==> config.mk <==
export PLATFORM = sky130hd
export DESIGN_NAME = ssma_adapter
export DESIGN_NICKNAME = d
export VERILOG_FILES = /design/src/core/ssma_pkg.sv /design/src/core/ssma_adapter.sv /design/src/core/ssma_sync.sv /design/src/core/ssma_buf2.sv
export VERILOG_INCLUDE_DIRS = /design/src /design/src/core
export SDC_FILE = /design/constraint.sdc
export NUM_CORES = 1
export LEC_CHECK = 0
export BUFFER_PORTS_ARGS = -buffer_cell sky130_fd_sc_hd__buf_2
export CORE_MARGIN = 10
export CORE_UTILIZATION = 50
export DETAILED_ROUTE_END_ITERATION = 6
export GPL_ROUTABILITY_DRIVEN = 1
export PLACE_DENSITY = 0.69
export RECOVER_POWER = 25
export SETUP_SLACK_MARGIN = 0.15
export SYNTH_ARGS = -nofsm -noshare
export SYNTH_HDL_FRONTEND = slang
export SYNTH_SLANG_ARGS = --single-unit
==> constraint.sdc <==
create_clock -name CLOCK_I -period 8.15 [get_ports CLOCK_I]
set_clock_uncertainty 0.05 [all_clocks]
set_input_delay 0.815 -clock CLOCK_I [delete_from_list [all_inputs] [get_ports CLOCK_I]]
set_output_delay 0.815 -clock CLOCK_I [all_outputs]
set_load 0.02 [all_outputs]
==> src/core/ssma_defines.svh <==
// ssma_defines.svh: offsets, field positions, reset values and timing counts
// for the synchronous modem adapter; included by bare name from core/
`ifndef SSMA_DEFINES_SVH
`define SSMA_DEFINES_SVH

// ==========================================================================
// command byte values
`define SSMA_SELECT_CODE     8'hf0
`define SSMA_PTR_TX_SYNC     8'h80
`define SSMA_PTR_LINE_FMT    8'h40
`define SSMA_PTR_RX_SYNC     8'h20
`define SSMA_PTR_TX_DATA     8'h10

// ==========================================================================
// line_status bit positions
`define SSMA_ST_RX_AVAIL     7
`define SSMA_ST_TX_NEED      6
`define SSMA_ST_ERROR        5
`define SSMA_ST_CTS          4
`define SSMA_ST_DCD          2
`define SSMA_ST_DSR          1

// ==========================================================================
// modem_control and line_format bit positions
`define SSMA_MC_BREAK        3
`define SSMA_MC_DTR          1
`define SSMA_MC_RTS          0
`define SSMA_LF_EVEN         7
`define SSMA_LF_NO_PARITY    6
`define SSMA_LF_LEN_HI       5
`define SSMA_LF_LEN_LO       4
`define SSMA_MIN_DATA_BITS   4'd5

// ==========================================================================
// reset values and timing
`define SSMA_LINE_FMT_RST    8'h70
`define SSMA_SYNC_RST        8'h16
`define SSMA_CLK_MHZ         100
`define SSMA_MAX_BPS         50000
`define SSMA_MIN_BIT_NS      20000

`endif

==> src/core/ssma_pkg.sv <==
// ssma_pkg: types shared by the synchronous modem adapter files
// assumes nothing beyond a SystemVerilog compiler
`default_nettype none

package ssma_pkg;
  // ========================================================================
  // host command kinds and receiver states
  typedef enum logic [2:0] {
    CMD_SELECT,
    CMD_STOP,
    CMD_READ_STATUS,
    CMD_READ_RX,
    CMD_WRITE_MODEM,
    CMD_SET_POINTER,
    CMD_WRITE_REG
  } ssma_cmd_t;

  typedef enum logic [1:0] {
    RX_HUNT,
    RX_DATA
  } ssma_rx_st_t;
endpackage

`default_nettype wire

==> src/core/ssma_adapter.sv <==
// ssma_adapter: byte-oriented synchronous serial adapter between a cpu
// command port and an external modem with its own bit clocks.
// assumes command strobes come from logic on CLOCK_I; modem pins are async.
//
// Functional notes
// - commands other than select act only while the adapter is selected
// - stop aborts activity, clears rx-available, error, break, dtr, rts
// - stop sets the transmit-needed flag
// - status byte: avail, need, error, cts, 0, dcd, dsr, 0
// - error bit stays high until the next character is received
// - dcd and dsr status follow the modem lines, never latched
// - read-data returns the received byte and clears rx-available
// - modem byte: bit 3 break, bit 1 dtr, bit 0 rts
// - pointer 80 tx sync, 40 line format, 20 rx sync, 10 tx data
// - register write lands in the register last chosen by the pointer
// - transmit sync register holds the sync and idle character
// - line format: bit 7 even parity, bit 6 no parity, bits 5:4 length
// - receiver finds character sync by matching the rx sync character
// - tx data write clears transmit-needed until the character is taken
// - receive interrupt request equals rx-available
// - transmit interrupt request equals transmit-needed
// - transmit and receive run at once, full duplex, up to 50,000 bps
`include "ssma_defines.svh"
`default_nettype none

module ssma_adapter
  import ssma_pkg::*;
#(
  parameter int CLK_MHZ  = `SSMA_CLK_MHZ,
  parameter int RX_DEPTH = 2
) (
  // clock and reset
  input  wire logic       CLOCK_I,
  input  wire logic       RST_I,
  // cpu command port
  input  wire logic       CMD_STB_I,
  input  wire ssma_cmd_t  CMD_CODE_I,
  input  wire logic [7:0] CMD_DATA_I,
  output logic      [7:0] RD_DATA_O,
  output logic            RD_VALID_O,
  output logic            SELECTED_O,
  // interrupt requests
  output logic            IRQ_RX_O,
  output logic            IRQ_TX_O,
  // modem lines
  output logic            TXD_O,
  output logic            RTS_O,
  output logic            DTR_O,
  input  wire logic       RXD_I,
  input  wire logic       CTS_I,
  input  wire logic       DSR_I,
  input  wire logic       DCD_I,
  input  wire logic       TXC_I,
  input  wire logic       RXC_I
);
  // ========================================================================
  // rate check: the modem clocks must be slow enough to find their edges
  localparam int MIN_BIT_CYC = (`SSMA_MIN_BIT_NS * CLK_MHZ) / 1000;
  if (MIN_BIT_CYC < 4) $error("ssma_adapter: clock too slow for link rate");

  // ========================================================================
  // pin synchronisers and clock edge detection
  logic [5:0] pins_s;
  logic       txc_d_r;
  logic       rxc_d_r;

  ssma_sync #(.WIDTH(6)) u_sync (
    .clk_i (CLOCK_I),
    .rst_i (RST_I),
    .d_i   ({RXC_I, TXC_I, RXD_I, CTS_I, DCD_I, DSR_I}),
    .q_o   (pins_s)
  );

  wire rxc_s = pins_s[5];
  wire txc_s = pins_s[4];
  wire rxd_s = pins_s[3];
  wire cts_s = pins_s[2];
  wire dcd_s = pins_s[1];
  wire dsr_s = pins_s[0];

  always_ff @(posedge CLOCK_I or posedge RST_I) begin
    if (RST_I) begin
      txc_d_r <= 1'b0;
      rxc_d_r <= 1'b0;
    end else begin
      txc_d_r <= txc_s;
      rxc_d_r <= rxc_s;
    end
  end

  // data leaves on the falling tx clock so the modem samples it mid-bit
  wire tx_shift_en  = txc_d_r && !txc_s;
  wire rx_sample_en = !rxc_d_r && rxc_s;

  // ========================================================================
  // helpers
  function automatic logic [7:0] char_mask(input logic [3:0] n);
    char_mask = 8'hff >> (4'd8 - n);
  endfunction

  function automatic logic par_bit(input logic [7:0] d, input logic even);
    par_bit = even ? ^d : ~^d;
  endfunction

  function automatic logic ptr_is(input logic [7:0] p, input logic [7:0] code);
    ptr_is = p == code;
  endfunction

  // ========================================================================
  // registers
  logic       sel_r;
  logic [7:0] ptr_r;
  logic [7:0] txsync_r;
  logic [7:0] rxsync_r;
  logic [7:0] fmt_r;
  logic [7:0] hold_r;
  logic       hold_full_r;
  logic       tx_need_r;
  logic       rx_avail_r;
  logic       err_r;
  logic [7:0] rx_byte_r;
  logic       brk_r;
  logic       dtr_r;
  logic       rts_r;
  logic [7:0] rd_data_r;
  logic       rd_valid_r;

  // ========================================================================
  // command decode
  wire cmd_ok    = CMD_STB_I && sel_r;
  wire do_select = CMD_STB_I && CMD_CODE_I == CMD_SELECT;
  wire do_stop   = cmd_ok && CMD_CODE_I == CMD_STOP;
  wire do_rd_st  = cmd_ok && CMD_CODE_I == CMD_READ_STATUS;
  wire do_rd_rx  = cmd_ok && CMD_CODE_I == CMD_READ_RX;
  wire do_modem  = cmd_ok && CMD_CODE_I == CMD_WRITE_MODEM;
  wire do_ptr    = cmd_ok && CMD_CODE_I == CMD_SET_POINTER;
  wire do_wreg   = cmd_ok && CMD_CODE_I == CMD_WRITE_REG;
  wire wr_txsync = do_wreg && ptr_is(ptr_r, `SSMA_PTR_TX_SYNC);
  wire wr_fmt    = do_wreg && ptr_is(ptr_r, `SSMA_PTR_LINE_FMT);
  wire wr_rxsync = do_wreg && ptr_is(ptr_r, `SSMA_PTR_RX_SYNC);
  wire wr_txdata = do_wreg && ptr_is(ptr_r, `SSMA_PTR_TX_DATA);

  // line format fields
  wire [3:0] nbits  = `SSMA_MIN_DATA_BITS +
                      {2'b00, fmt_r[`SSMA_LF_LEN_HI:`SSMA_LF_LEN_LO]};
  wire       par_en = !fmt_r[`SSMA_LF_NO_PARITY];
  wire       par_ev = fmt_r[`SSMA_LF_EVEN];
  wire [3:0] flen   = nbits + {3'b000, par_en};
  wire [7:0] mask   = char_mask(nbits);

  wire [7:0] status = {rx_avail_r, tx_need_r, err_r, cts_s, 1'b0,
                       dcd_s, dsr_s, 1'b0};

  // ========================================================================
  // select, pointer, configuration and modem control
  always_ff @(posedge CLOCK_I or posedge RST_I) begin
    if (RST_I) begin
      sel_r <= 1'b0;
    end else if (do_select) begin
      sel_r <= CMD_DATA_I == `SSMA_SELECT_CODE;
    end
  end

  always_ff @(posedge CLOCK_I or posedge RST_I) begin
    if (RST_I) begin
      ptr_r    <= 8'h00;
      txsync_r <= `SSMA_SYNC_RST;
      rxsync_r <= `SSMA_SYNC_RST;
      fmt_r    <= `SSMA_LINE_FMT_RST;
    end else begin
      if (do_ptr) ptr_r <= CMD_DATA_I;
      if (wr_txsync) txsync_r <= CMD_DATA_I;
      if (wr_rxsync) rxsync_r <= CMD_DATA_I;
      if (wr_fmt) fmt_r <= CMD_DATA_I;
    end
  end

  always_ff @(posedge CLOCK_I or posedge RST_I) begin
    if (RST_I) begin
      brk_r <= 1'b0;
      dtr_r <= 1'b0;
      rts_r <= 1'b0;
    end else if (do_stop) begin
      brk_r <= 1'b0;
      dtr_r <= 1'b0;
      rts_r <= 1'b0;
    end else if (do_modem) begin
      brk_r <= CMD_DATA_I[`SSMA_MC_BREAK];
      dtr_r <= CMD_DATA_I[`SSMA_MC_DTR];
      rts_r <= CMD_DATA_I[`SSMA_MC_RTS];
    end
  end

  // ========================================================================
  // transmitter; the shifter runs beside the receiver, full duplex
  logic [3:0] tx_cnt_r;
  logic [8:0] tx_sr_r;
  logic       tx_bit_r;
  logic       txd_r;

  wire       tx_load   = tx_shift_en && tx_cnt_r == 4'd0;
  wire       load_data = tx_load && hold_full_r;
  wire [7:0] tx_char   = (hold_full_r ? hold_r : txsync_r) & mask;
  wire [8:0] tx_frame  = {1'b0, tx_char} |
                         (9'(par_en && par_bit(tx_char, par_ev)) << nbits);

  always_ff @(posedge CLOCK_I or posedge RST_I) begin
    if (RST_I) begin
      tx_cnt_r <= 4'd0;
      tx_sr_r  <= 9'h000;
      tx_bit_r <= 1'b1;
    end else if (do_stop) begin
      tx_cnt_r <= 4'd0;
      tx_bit_r <= 1'b1;
    end else if (tx_load) begin
      tx_bit_r <= tx_frame[0];
      tx_sr_r  <= tx_frame >> 1;
      tx_cnt_r <= flen - 4'd1;
    end else if (tx_shift_en) begin
      tx_bit_r <= tx_sr_r[0];
      tx_sr_r  <= tx_sr_r >> 1;
      tx_cnt_r <= tx_cnt_r - 4'd1;
    end
  end

  always_ff @(posedge CLOCK_I or posedge RST_I) begin
    if (RST_I) begin
      txd_r <= 1'b1;
    end else begin
      txd_r <= brk_r ? 1'b0 : tx_bit_r;
    end
  end

  always_ff @(posedge CLOCK_I or posedge RST_I) begin
    if (RST_I) begin
      hold_r      <= 8'h00;
      hold_full_r <= 1'b0;
      tx_need_r   <= 1'b1;
    end else if (do_stop) begin
      hold_full_r <= 1'b0;
      tx_need_r   <= 1'b1;
    end else begin
      if (wr_txdata) begin
        hold_r      <= CMD_DATA_I;
        hold_full_r <= 1'b1;
      end else if (load_data) begin
        hold_full_r <= 1'b0;
      end
      // a take in the same cycle as a write still raises the request
      if (load_data) tx_need_r <= 1'b1;
      else if (wr_txdata) tx_need_r <= 1'b0;
    end
  end

  // ========================================================================
  // receiver: hunt for sync, then frame characters of the set length
  ssma_rx_st_t rx_st_r;
  logic [7:0]  rx_sr_r;
  logic [3:0]  rx_cnt_r;

  wire       rx_shift  = rx_st_r == RX_HUNT || rx_cnt_r < nbits;
  wire [7:0] rx_sr_nxt = rx_shift ? {rxd_s, rx_sr_r[7:1]} : rx_sr_r;
  wire [7:0] rx_char   = (rx_sr_nxt >> (4'd8 - nbits)) & mask;
  wire       sync_hit  = rx_char == (rxsync_r & mask);
  wire       rx_last   = rx_cnt_r == flen - 4'd1;
  wire       rx_perr   = par_en && rxd_s != par_bit(rx_char, par_ev);
  wire       rx_done   = rx_sample_en && rx_st_r == RX_DATA && rx_last;
  wire       rx_push   = rx_done && !sync_hit;
  wire       buf_ready;
  wire       buf_valid;
  wire [8:0] buf_data;
  wire       overrun   = rx_push && !buf_ready;
  wire       pop       = buf_valid && !rx_avail_r;

  always_ff @(posedge CLOCK_I or posedge RST_I) begin
    if (RST_I) begin
      rx_st_r  <= RX_HUNT;
      rx_sr_r  <= 8'h00;
      rx_cnt_r <= 4'd0;
    end else if (do_stop) begin
      rx_st_r  <= RX_HUNT;
      rx_cnt_r <= 4'd0;
    end else if (rx_sample_en) begin
      rx_sr_r <= rx_sr_nxt;
      case (rx_st_r)
        RX_HUNT: begin
          if (sync_hit) rx_st_r <= RX_DATA;
          // a hit ends on the last data bit; with parity on, the sync's own
          // parity bit follows and is framed as a dropped sync character
          rx_cnt_r <= (sync_hit && par_en) ? nbits : 4'd0;
        end
        RX_DATA: begin
          rx_cnt_r <= rx_last ? 4'd0 : rx_cnt_r + 4'd1;
        end
        default: begin
          rx_st_r <= RX_HUNT;
        end
      endcase
    end
  end

  // sync characters seen in framed mode are idle fill and are dropped
  ssma_buf2 #(.WIDTH(9), .DEPTH(RX_DEPTH)) u_rxbuf (
    .clk_i       (CLOCK_I),
    .rst_i       (RST_I),
    .flush_i     (do_stop),
    .in_valid_i  (rx_push),
    .in_data_i   ({rx_perr, rx_char}),
    .in_ready_o  (buf_ready),
    .out_valid_o (buf_valid),
    .out_data_o  (buf_data),
    .out_ready_i (!rx_avail_r)
  );

  // ========================================================================
  // host-visible receive byte, flags and read answers
  always_ff @(posedge CLOCK_I or posedge RST_I) begin
    if (RST_I) begin
      rx_byte_r  <= 8'h00;
      rx_avail_r <= 1'b0;
      err_r      <= 1'b0;
    end else if (do_stop) begin
      rx_avail_r <= 1'b0;
      err_r      <= 1'b0;
    end else begin
      if (pop) begin
        rx_byte_r  <= buf_data[7:0];
        rx_avail_r <= 1'b1;
      end else if (do_rd_rx) begin
        rx_avail_r <= 1'b0;
      end
      if (overrun) err_r <= 1'b1;
      else if (pop) err_r <= buf_data[8];
    end
  end

  always_ff @(posedge CLOCK_I or posedge RST_I) begin
    if (RST_I) begin
      rd_data_r  <= 8'h00;
      rd_valid_r <= 1'b0;
    end else begin
      rd_valid_r <= do_rd_st || do_rd_rx;
      if (do_rd_st) rd_data_r <= status;
      else if (do_rd_rx) rd_data_r <= rx_byte_r;
    end
  end

  // ========================================================================
  // outputs, each straight from a flop
  assign RD_DATA_O  = rd_data_r;
  assign RD_VALID_O = rd_valid_r;
  assign SELECTED_O = sel_r;
  assign IRQ_RX_O   = rx_avail_r;
  assign IRQ_TX_O   = tx_need_r;
  assign TXD_O      = txd_r;
  assign RTS_O      = rts_r;
  assign DTR_O      = dtr_r;
endmodule

`default_nettype wire

==> src/core/ssma_sync.sv <==
// ssma_sync: two-flop synchroniser for a bundle of asynchronous levels
// assumes each bit is independent; no bus coherence is promised
`default_nettype none

module ssma_sync #(
  parameter int WIDTH = 1
) (
  // clock and reset
  input  wire logic             clk_i,
  input  wire logic             rst_i,
  // levels
  input  wire logic [WIDTH-1:0] d_i,
  output logic      [WIDTH-1:0] q_o
);
  logic [WIDTH-1:0] meta_r;

  if (WIDTH < 1) $error("ssma_sync: WIDTH must be at least 1");

  // ========================================================================
  // one pair of flops per bit; the first is read only by the second
  for (genvar i = 0; i < WIDTH; i++) begin : g_bit
    always_ff @(posedge clk_i or posedge rst_i) begin
      if (rst_i) begin
        meta_r[i] <= 1'b0;
        q_o[i]    <= 1'b0;
      end else begin
        meta_r[i] <= d_i[i];
        q_o[i]    <= meta_r[i];
      end
    end
  end
endmodule

`default_nettype wire

==> src/core/ssma_buf2.sv <==
// ssma_buf2: small valid/ready fifo, two entries by default
// assumes DEPTH a power of two; flush empties it in one cycle
`default_nettype none

module ssma_buf2 #(
  parameter int WIDTH = 9,
  parameter int DEPTH = 2
) (
  // clock and reset
  input  wire logic             clk_i,
  input  wire logic             rst_i,
  input  wire logic             flush_i,
  // filling side
  input  wire logic             in_valid_i,
  input  wire logic [WIDTH-1:0] in_data_i,
  output logic                  in_ready_o,
  // draining side
  output logic                  out_valid_o,
  output logic      [WIDTH-1:0] out_data_o,
  input  wire logic             out_ready_i
);
  localparam int AW = $clog2(DEPTH);

  if (DEPTH < 2 || (DEPTH & (DEPTH - 1)) != 0) $error("ssma_buf2: bad DEPTH");

  logic [WIDTH-1:0] mem_r [DEPTH];
  logic [AW-1:0]    wr_r;
  logic [AW-1:0]    rd_r;
  logic [AW:0]      cnt_r;
  wire              push = in_valid_i && in_ready_o;
  wire              pop  = out_valid_o && out_ready_i;

  assign in_ready_o  = cnt_r != (AW+1)'(DEPTH);
  assign out_valid_o = cnt_r != '0;
  assign out_data_o  = mem_r[rd_r];

  // ========================================================================
  // storage carries no reset: it is only read while counted valid
  always_ff @(posedge clk_i) begin
    if (push) begin
      mem_r[wr_r] <= in_data_i;
    end
  end

  always_ff @(posedge clk_i or posedge rst_i) begin
    if (rst_i) begin
      wr_r  <= '0;
      rd_r  <= '0;
      cnt_r <= '0;
    end else if (flush_i) begin
      wr_r  <= '0;
      rd_r  <= '0;
      cnt_r <= '0;
    end else begin
      wr_r  <= wr_r + AW'(push);
      rd_r  <= rd_r + AW'(pop);
      cnt_r <= cnt_r + (AW+1)'(push) - (AW+1)'(pop);
    end
  end
endmodule

`default_nettype wire

==> results of run 1 <==
## critical path: cells and delay by family (launching register included)
family                   cells  cell delay, ns
adder cells (fa/ha/maj)      2            0.95
flip-flops                   1            0.84
AND/OR/NAND/NOR              5            1.18
buffers and inverters        1            0.25
AO/OA/AOI/OAI                4            1.49
XOR/XNOR                     2            0.32
## power groups by stage
stage	Sequential (uW)	Combinational, uW	Clock, uW
3_3_place_gp	829	594	0
2_1_floorplan	793	498	0
4_1_cts	820	612	755
6_report	823	611	744
5_1_grt	833	675	784
3_5_place_dp	828	606	0
## cells by family (layout without fill, tap and decap cells)
logic type,Yosys count,count (layout),share of synthesized area (%)
AND/OR/NAND/NOR,184,184,14.2
multiplexers,76,76,14.1
adder cells (fa/ha/maj),12,12,2.38
buffers and inverters,46,90,3.11
XOR/XNOR,25,25,4.46
AO/OA/AOI/OAI,108,108,10.9
flip-flops,124,124,50.8
## sequential cells by signal, indices dropped and copies added (netlist names), 2 cells and up
signal,cells
rxsync_r,8
txsync_r,8
u_rxbuf.mem_r,18
tx_sr_r,8
ptr_r,8
rx_byte_r,8
rx_cnt_r,4
tx_cnt_r,4
hold_r,8
u_sync.q_o,6
RD_DATA_O,8
u_rxbuf.cnt_r,2
fmt_r,4
u_sync.meta_r,6
rx_sr_r,8
## area by class of cell
| type | count | share of cell area [%] |
|---|---|---|
| well taps | 168 | 2.93 |
| repair buffers | 37 | 2.55 |
| multi-input cells | 405 | 40.5 |
| flip-flops and latches | 124 | 44.7 |
| inverters | 21 | 1.12 |
| clock buffers | 22 | 6.61 |
| clock inverters | 10 | 1.57 |
## how the worst max path moves through the flow
stage	startpoint	slack (ns)	cells after the start	endpoint
after global placement	fmt_r[4]$_DFFE_PP1P_	3.25	14	u_rxbuf.cnt_r[1]$_DFF_PP0_
after global routing	RST_I	2.46	3	rx_sr_r[2]$_DFFE_PP0P_
after floorplan	fmt_r[4]$_DFFE_PP1P_	4.30	16	u_rxbuf.cnt_r[1]$_DFF_PP0_
after CTS	fmt_r[4]$_DFFE_PP1P_	3.03	14	u_rxbuf.cnt_r[1]$_DFF_PP0_
after detailed placement	fmt_r[4]$_DFFE_PP1P_	3.05	14	u_rxbuf.cnt_r[1]$_DFF_PP0_
final	fmt_r[4]$_DFFE_PP1P_	2.89	14	u_rxbuf.cnt_r[1]$_DFF_PP0_
## placed cells by master (no fill, tap or decap), types with 3 or more instances in the layout
cell type	Yosys	routed
a211oi_1	4	4
a21o_1	5	5
a21oi_1	24	24
a22oi_1	3	3
a31oi_1	7	7
buf_2	4	32
clkbuf_1	16	6
clkbuf_16	0	17
clkbuf_8	0	3
clkinv_2	0	3
dfrtp_1	94	94
dfstp_2	12	12
edfxtp_1	18	18
ha_1	12	12
inv_1	21	20
mux2_2	48	48
mux2i_1	22	22
mux4_2	3	3
nand2_1	63	63
nand2b_1	8	8
nand3_1	10	10
nand3b_1	3	3
nand4_1	7	7
nor2_1	41	41
nor2b_1	10	10
nor3_1	16	16
o211ai_1	6	6
o21a_1	5	5
o21ai_0	35	35
o31ai_1	4	4
or3_1	8	8
xnor2_1	14	14
xnor3_1	4	4
xor2_1	6	6
## per-layer routing
layer  wire length [um]  track usage [%]  up-vias
met5                  0                0        -
met4                337             7.52        0
met3                589             3.51       25
met2               7240             27.9       98
met1               6600             21.8     2282
li1                   -                -     2125
## through the flow
stage / area [um^2] / total power, uW / hold WS (ns) / util, %
after floorplan: 6310 / 1290 / 0.281 / -
after global placement: 6610 / 1420 / 0.282 / 54.1
after detailed placement: 6610 / 1430 / 0.286 / 54.1
after CTS: 7190 / 2190 / 0.291 / 58.9
after global routing: 7180 / 2290 / 0.294 / 58.8
final: 7180 / 2180 / 0.293 / 58.8
==> flow_summary.toml, run 1 <==
[run_status]
outcome = "finished, violations left"
failed_checks = "capacitance limit, slew limit"

[timing]
final.min_clock_period_ns = 5.26
timing_worst_slew_pin_value_ns = 3.65
setup_violations = 0
timing.setup.tns_ns = 0
final-hold-violation-count = 0
setup_ws_ns = 2.89
relSlewSlack_pct = -144
share_of_the_clock_period_used_by_the_worst_path_pct = 64.6
timing.fmax_mhz = 190
rsz_0062_raised_after_global_routing = "false"
timing.final.max_slew_violations = 109

[worst_setup_path]
critical-path-max-stage-delay_ns = 0.84
cp.required_ns = 8.35
cp_arrival_ns = 5.46
crit_path_top_delay_cell = "dfstp_2"
critical_path.reg2reg.endpoint = "u_rxbuf.cnt_r[1]$_DFF_PP0_"
rr_worst_depth = 14
crit_path_max_fanout = 26
timing.critical_path.to_type = "flip-flop"
crit_type = "reg -> reg"
regToRegSetupSlack_ns = 2.89
path_cells = "inv_1 > ha_1 > nor2b_1 > o2111ai_1 > nand2_1 > a221oi_1 > a31oi_1 > nor4b_1 > nand4_1 > o21a_1 > ha_1 > xor2_1 > xnor2_1 > nor2_1"
cp-start-kind = "flip-flop"
worst_reg2reg_path_startpoint = "fmt_r[4]$_DFFE_PP1P_"
crit_top_cell = "ha_1"

[power_and_ir_drop]
p_seq_share_pct = 37.8
vdd_ir_drop_max_mv = 0.194
switching_power_uw = 695
power-per-cell-area_mw_per_mm2 = 304
power_switching_share_pct = 31.9
total_leakage_power_uw = 0.00326
power.clock.fraction_pct = 34.2
internal-power_uw = 1480
pwr-share-comb_pct = 28.1

[logic_synthesis]
yosysWarnings = 0
postSynthAreaPerCell_um2 = 11.0
synth_top_cell_area_share_pct = 37.3
netlist_instances = 575
synth-edff-count = 18
synth_top_cells_by_count = "dfrtp_1 (94), nand2_1 (63), mux2_2 (48)"
mappedNetlistArea_mm2 = 0.00631
synth.lib_cells_used.distinct = 65
ys_dominant_reg_cell = "dfrtp_1"
fraction_of_registers_with_async_set_or_reset_after_synthesis_pct = 85.5
synth_sequential_area_ratio_pct = 50.8
yosysMostFrequentCell = "dfrtp_1"
synth_fp_nets = 607
postSynthRegisterBits = 124
top_area_cells_in_the_synthesized_netlist = "dfrtp_1 (37%), edfxtp_1 (8.6%), mux2_2 (8.6%), dfstp_2 (5.0%), nand2_1 (3.7%)"
synth_area_leader_cell = "dfrtp_1"

[routing]
avgRoutedWirePerCell_um = 18.8
first_iter_violations = 349
ant_nets = 0
drt-vias-per-instance = 5.76
detailroute.via_count = 4530
final_wl_mm = 14.8
dr.pass1.iters = 4
remaining_drc_errors = 0

[layout]
layout.area.seq_mm2 = 0.00321
post_route_cells_drive_above_1_share_pct = 22.6
layout.cells.non_filler = 787
multiInputGateArea_mm2 = 0.00291
nets = 638
insertedDiodeCount = 0
filler_cell_count = 1041
area_growth_pct = 13.7

[global_route]
grt_pass1_wl_mm = 24.4
maximum_number_of_pins_on_one_net_before_global_route_repair = 73
groute.usage.overall_pct = 17.2
antenna_found_initial = 0
via_count_of_the_first_global_routing_pass = 4668
grt_overflow_total = 0

[clock_tree]
cts_num_sinks = 124
worstSkewPairLatency_ns = 0.42
numCtsBuffers = 17
cts.clk_slew.worst_paths_ns = 0.06
cts_buffer_depth = 2
cts_htree_levels = 4
cts.hold.buffers_added = 0
post-cts-setup-buffer-count = 0
cts.root.buffer_cell = "clkbuf_16"
tritoncts_clock_tree = "yes"
post_cts_resized = 0

[placed_design]
place.detailed.instances = 755
place_ws_ns = 3.05
routabilityCongestion = 0.880
detailedPlacementHpwl_mm = 10.5
port-buffer-count = 34

[worst_hold_path]
min-delay-start = "u_sync.meta_r[2]$_DFF_PP0_"
hold_path_class = "reg -> reg"
timing.hold.worst_path_depth = 0
hold_end = "u_sync.q_o[2]$_DFF_PP0_"

[floorplan]
core-area_mm2 = 0.0122
die-width_um = 132
die-area_mm2 = 0.0175
floorplan.die.height_um = 132
num_io_pins = 35
initial_core_util_pct = 51.7
std_cell_rows = 40

[job]
drv_cap = 2
Note: power is estimated with default switching activity, not from simulation.
==> run 2: changes to the inputs <==
clock period = 5.13 ns   (was 8.15 ns; I/O delays follow)
==> flow_summary.toml, run 2 (synthesized netlist as in run 1, its figures left out) <==
[timing]
final-hold-violation-count = 0
timing.setup.tns_ns = 0
rsz_0062_raised_after_global_routing = "false"
setup_violations = 0
setup_ws_ns = 0.870
timing.fmax_mhz = 235
timing.final.max_slew_violations = 72
timing_worst_slew_pin_value_ns = 3.03
final.min_clock_period_ns = 4.26
relSlewSlack_pct = -103
share_of_the_clock_period_used_by_the_worst_path_pct = 83.0

[routing]
drt-vias-per-instance = 5.70
dr.pass1.iters = 5
detailroute.via_count = 4524
first_iter_violations = 284
avgRoutedWirePerCell_um = 19.0
ant_nets = 0
remaining_drc_errors = 0
final_wl_mm = 15.1

[global_route]
via_count_of_the_first_global_routing_pass = 4670
grt_pass1_wl_mm = 25.0
antenna_found_initial = 0
maximum_number_of_pins_on_one_net_before_global_route_repair = 72
groute.usage.overall_pct = 17.9
grt_overflow_total = 0

[job]
drv_cap = 1

[worst_setup_path]
crit_path_top_delay_cell = "dfstp_2"
crit_path_max_fanout = 11
path_cells = "ha_1 > inv_1 > ha_1 > a31o_2 > nand2_1 > o21a_1 > o211ai_1 > o311ai_2 > xor2_1 > o21a_1 > o21a_1 > ha_1"
critical-path-max-stage-delay_ns = 0.59
worst_reg2reg_path_startpoint = "fmt_r[4]$_DFFE_PP1P_"
cp.required_ns = 5.15
cp_arrival_ns = 4.28
cp-start-kind = "flip-flop"
critical_path.reg2reg.endpoint = "u_rxbuf.mem_r[1][5]$_DFFE_PP_"
regToRegSetupSlack_ns = 0.87
crit_type = "reg -> reg"
rr_worst_depth = 12
timing.critical_path.to_type = "flip-flop"

[clock_tree]
cts.clk_slew.worst_paths_ns = 0.06
numCtsBuffers = 17
worstSkewPairLatency_ns = 0.42
cts_num_sinks = 124
cts.root.buffer_cell = "clkbuf_16"
post_cts_resized = 0
cts_htree_levels = 4
cts.hold.buffers_added = 0
cts_buffer_depth = 2
tritoncts_clock_tree = "yes"
post-cts-setup-buffer-count = 0

[floorplan]
std_cell_rows = 40
die-width_um = 132
die-area_mm2 = 0.0175
initial_core_util_pct = 51.7
core-area_mm2 = 0.0122
num_io_pins = 35
floorplan.die.height_um = 132

[layout]
finish.instance_area_mm2 = 0.00727
nets = 645
final_core_utilization_pct = 59.5
mostFrequentLayoutCell = "dfrtp_1"
filler_cell_count = 1045
post_route_cells_drive_above_1_share_pct = 24.0
area_growth_pct = 15.1
insertedDiodeCount = 0
registers.top_by_ff_count = "u_rxbuf.mem_r"
largest_register_ffs = 18
layout.cells.most_common_list = "dfrtp_1 (94), nand2_1 (63), mux2_2 (48)"

[power_and_ir_drop]
power-per-cell-area_mw_per_mm2 = 486
vdd_ir_drop_max_mv = 0.342
total_leakage_power_uw = 0.00331

[worst_hold_path]
hold_path_class = "in -> reg"
min-delay-start = "TXC_I"
timing.hold.worst_path_depth = 1
hold_end = "u_sync.meta_r[4]$_DFF_PP0_"

[placed_design]
detailedPlacementHpwl_mm = 10.8
placed_area_mm2 = 0.00666
routabilityCongestion = 0.939
port-buffer-count = 34
place_ws_ns = 0.936

[run_status]
outcome = "finished, violations left"
failed_checks = "capacitance limit, slew limit"
[run 2: critical path: cells and delay by family, from the launching register on]
kind	cells	cell delay, ns
XOR/XNOR	1	0.23
buffers and inverters	1	0.10
AO/OA/AOI/OAI	6	1.56
adder cells (fa/ha/maj)	3	1.07
AND/OR/NAND/NOR	1	0.29
flip-flops	1	0.59
[run 2: area by class of cell]
cell class,count,area (um^2),area share [%]
Sequential cell,124,3210,44.2
Timing Repair Buffer,44,245,3.38
Tap cell,168,210,2.89
Clock inverter,11,169,2.32
Multi-Input combinational cell,405,2910,40.1
Inverter,21,80.1,1.10
Clock buffer,21,440,6.06
[run 2: metrics by stage]
| stage | total power, uW | instances | hold slack (ns) |
|---|---|---|---|
| 2_1_floorplan | 2050 | 575 | 0.281 |
| 3_5_place_dp | 2280 | 762 | 0.287 |
| 5_1_grt | 3720 | 794 | 0.137 |
| 6_report | 3530 | 794 | 0.147 |
| 4_1_cts | 3530 | 794 | 0.133 |
| 3_3_place_gp | 2260 | 762 | 0.282 |
[run 2: how the worst max path moves through the flow]
stage                               startpoint                            end  depth (start not counted)
after CTS                 fmt_r[4]$_DFFE_PP1P_  u_rxbuf.mem_r[1][5]$_DFFE_PP_                         12
after detailed placement  fmt_r[4]$_DFFE_PP1P_  u_rxbuf.mem_r[1][2]$_DFFE_PP_                         12
after global routing      fmt_r[4]$_DFFE_PP1P_     u_rxbuf.cnt_r[1]$_DFF_PP0_                         15
after global placement    fmt_r[4]$_DFFE_PP1P_  u_rxbuf.mem_r[1][1]$_DFFE_PP_                         12
final                     fmt_r[4]$_DFFE_PP1P_  u_rxbuf.mem_r[1][5]$_DFFE_PP_                         12
after floorplan           fmt_r[4]$_DFFE_PP1P_     u_rxbuf.cnt_r[1]$_DFF_PP0_                         16
[run 2: where the power goes]
group	internal, uW	total (uW)	switching (uW)	leakage (uW)
registers	1160	1310	150	0.00148
logic	459	973	514	0.00153
clock network	813	1250	437	0.000296
total	2430	3530	1100	0.00331
[run 2: routing by layer]
metal | part of all wire [%] | GRT usage (%) | up-vias
met1 | 46 | 22.8 | 2227
met5 | 0 | 0 | -
met4 | 1.6 | 7.21 | 0
li1 | - | - | 2158
met3 | 4.4 | 3.93 | 22
met2 | 48 | 28.8 | 117
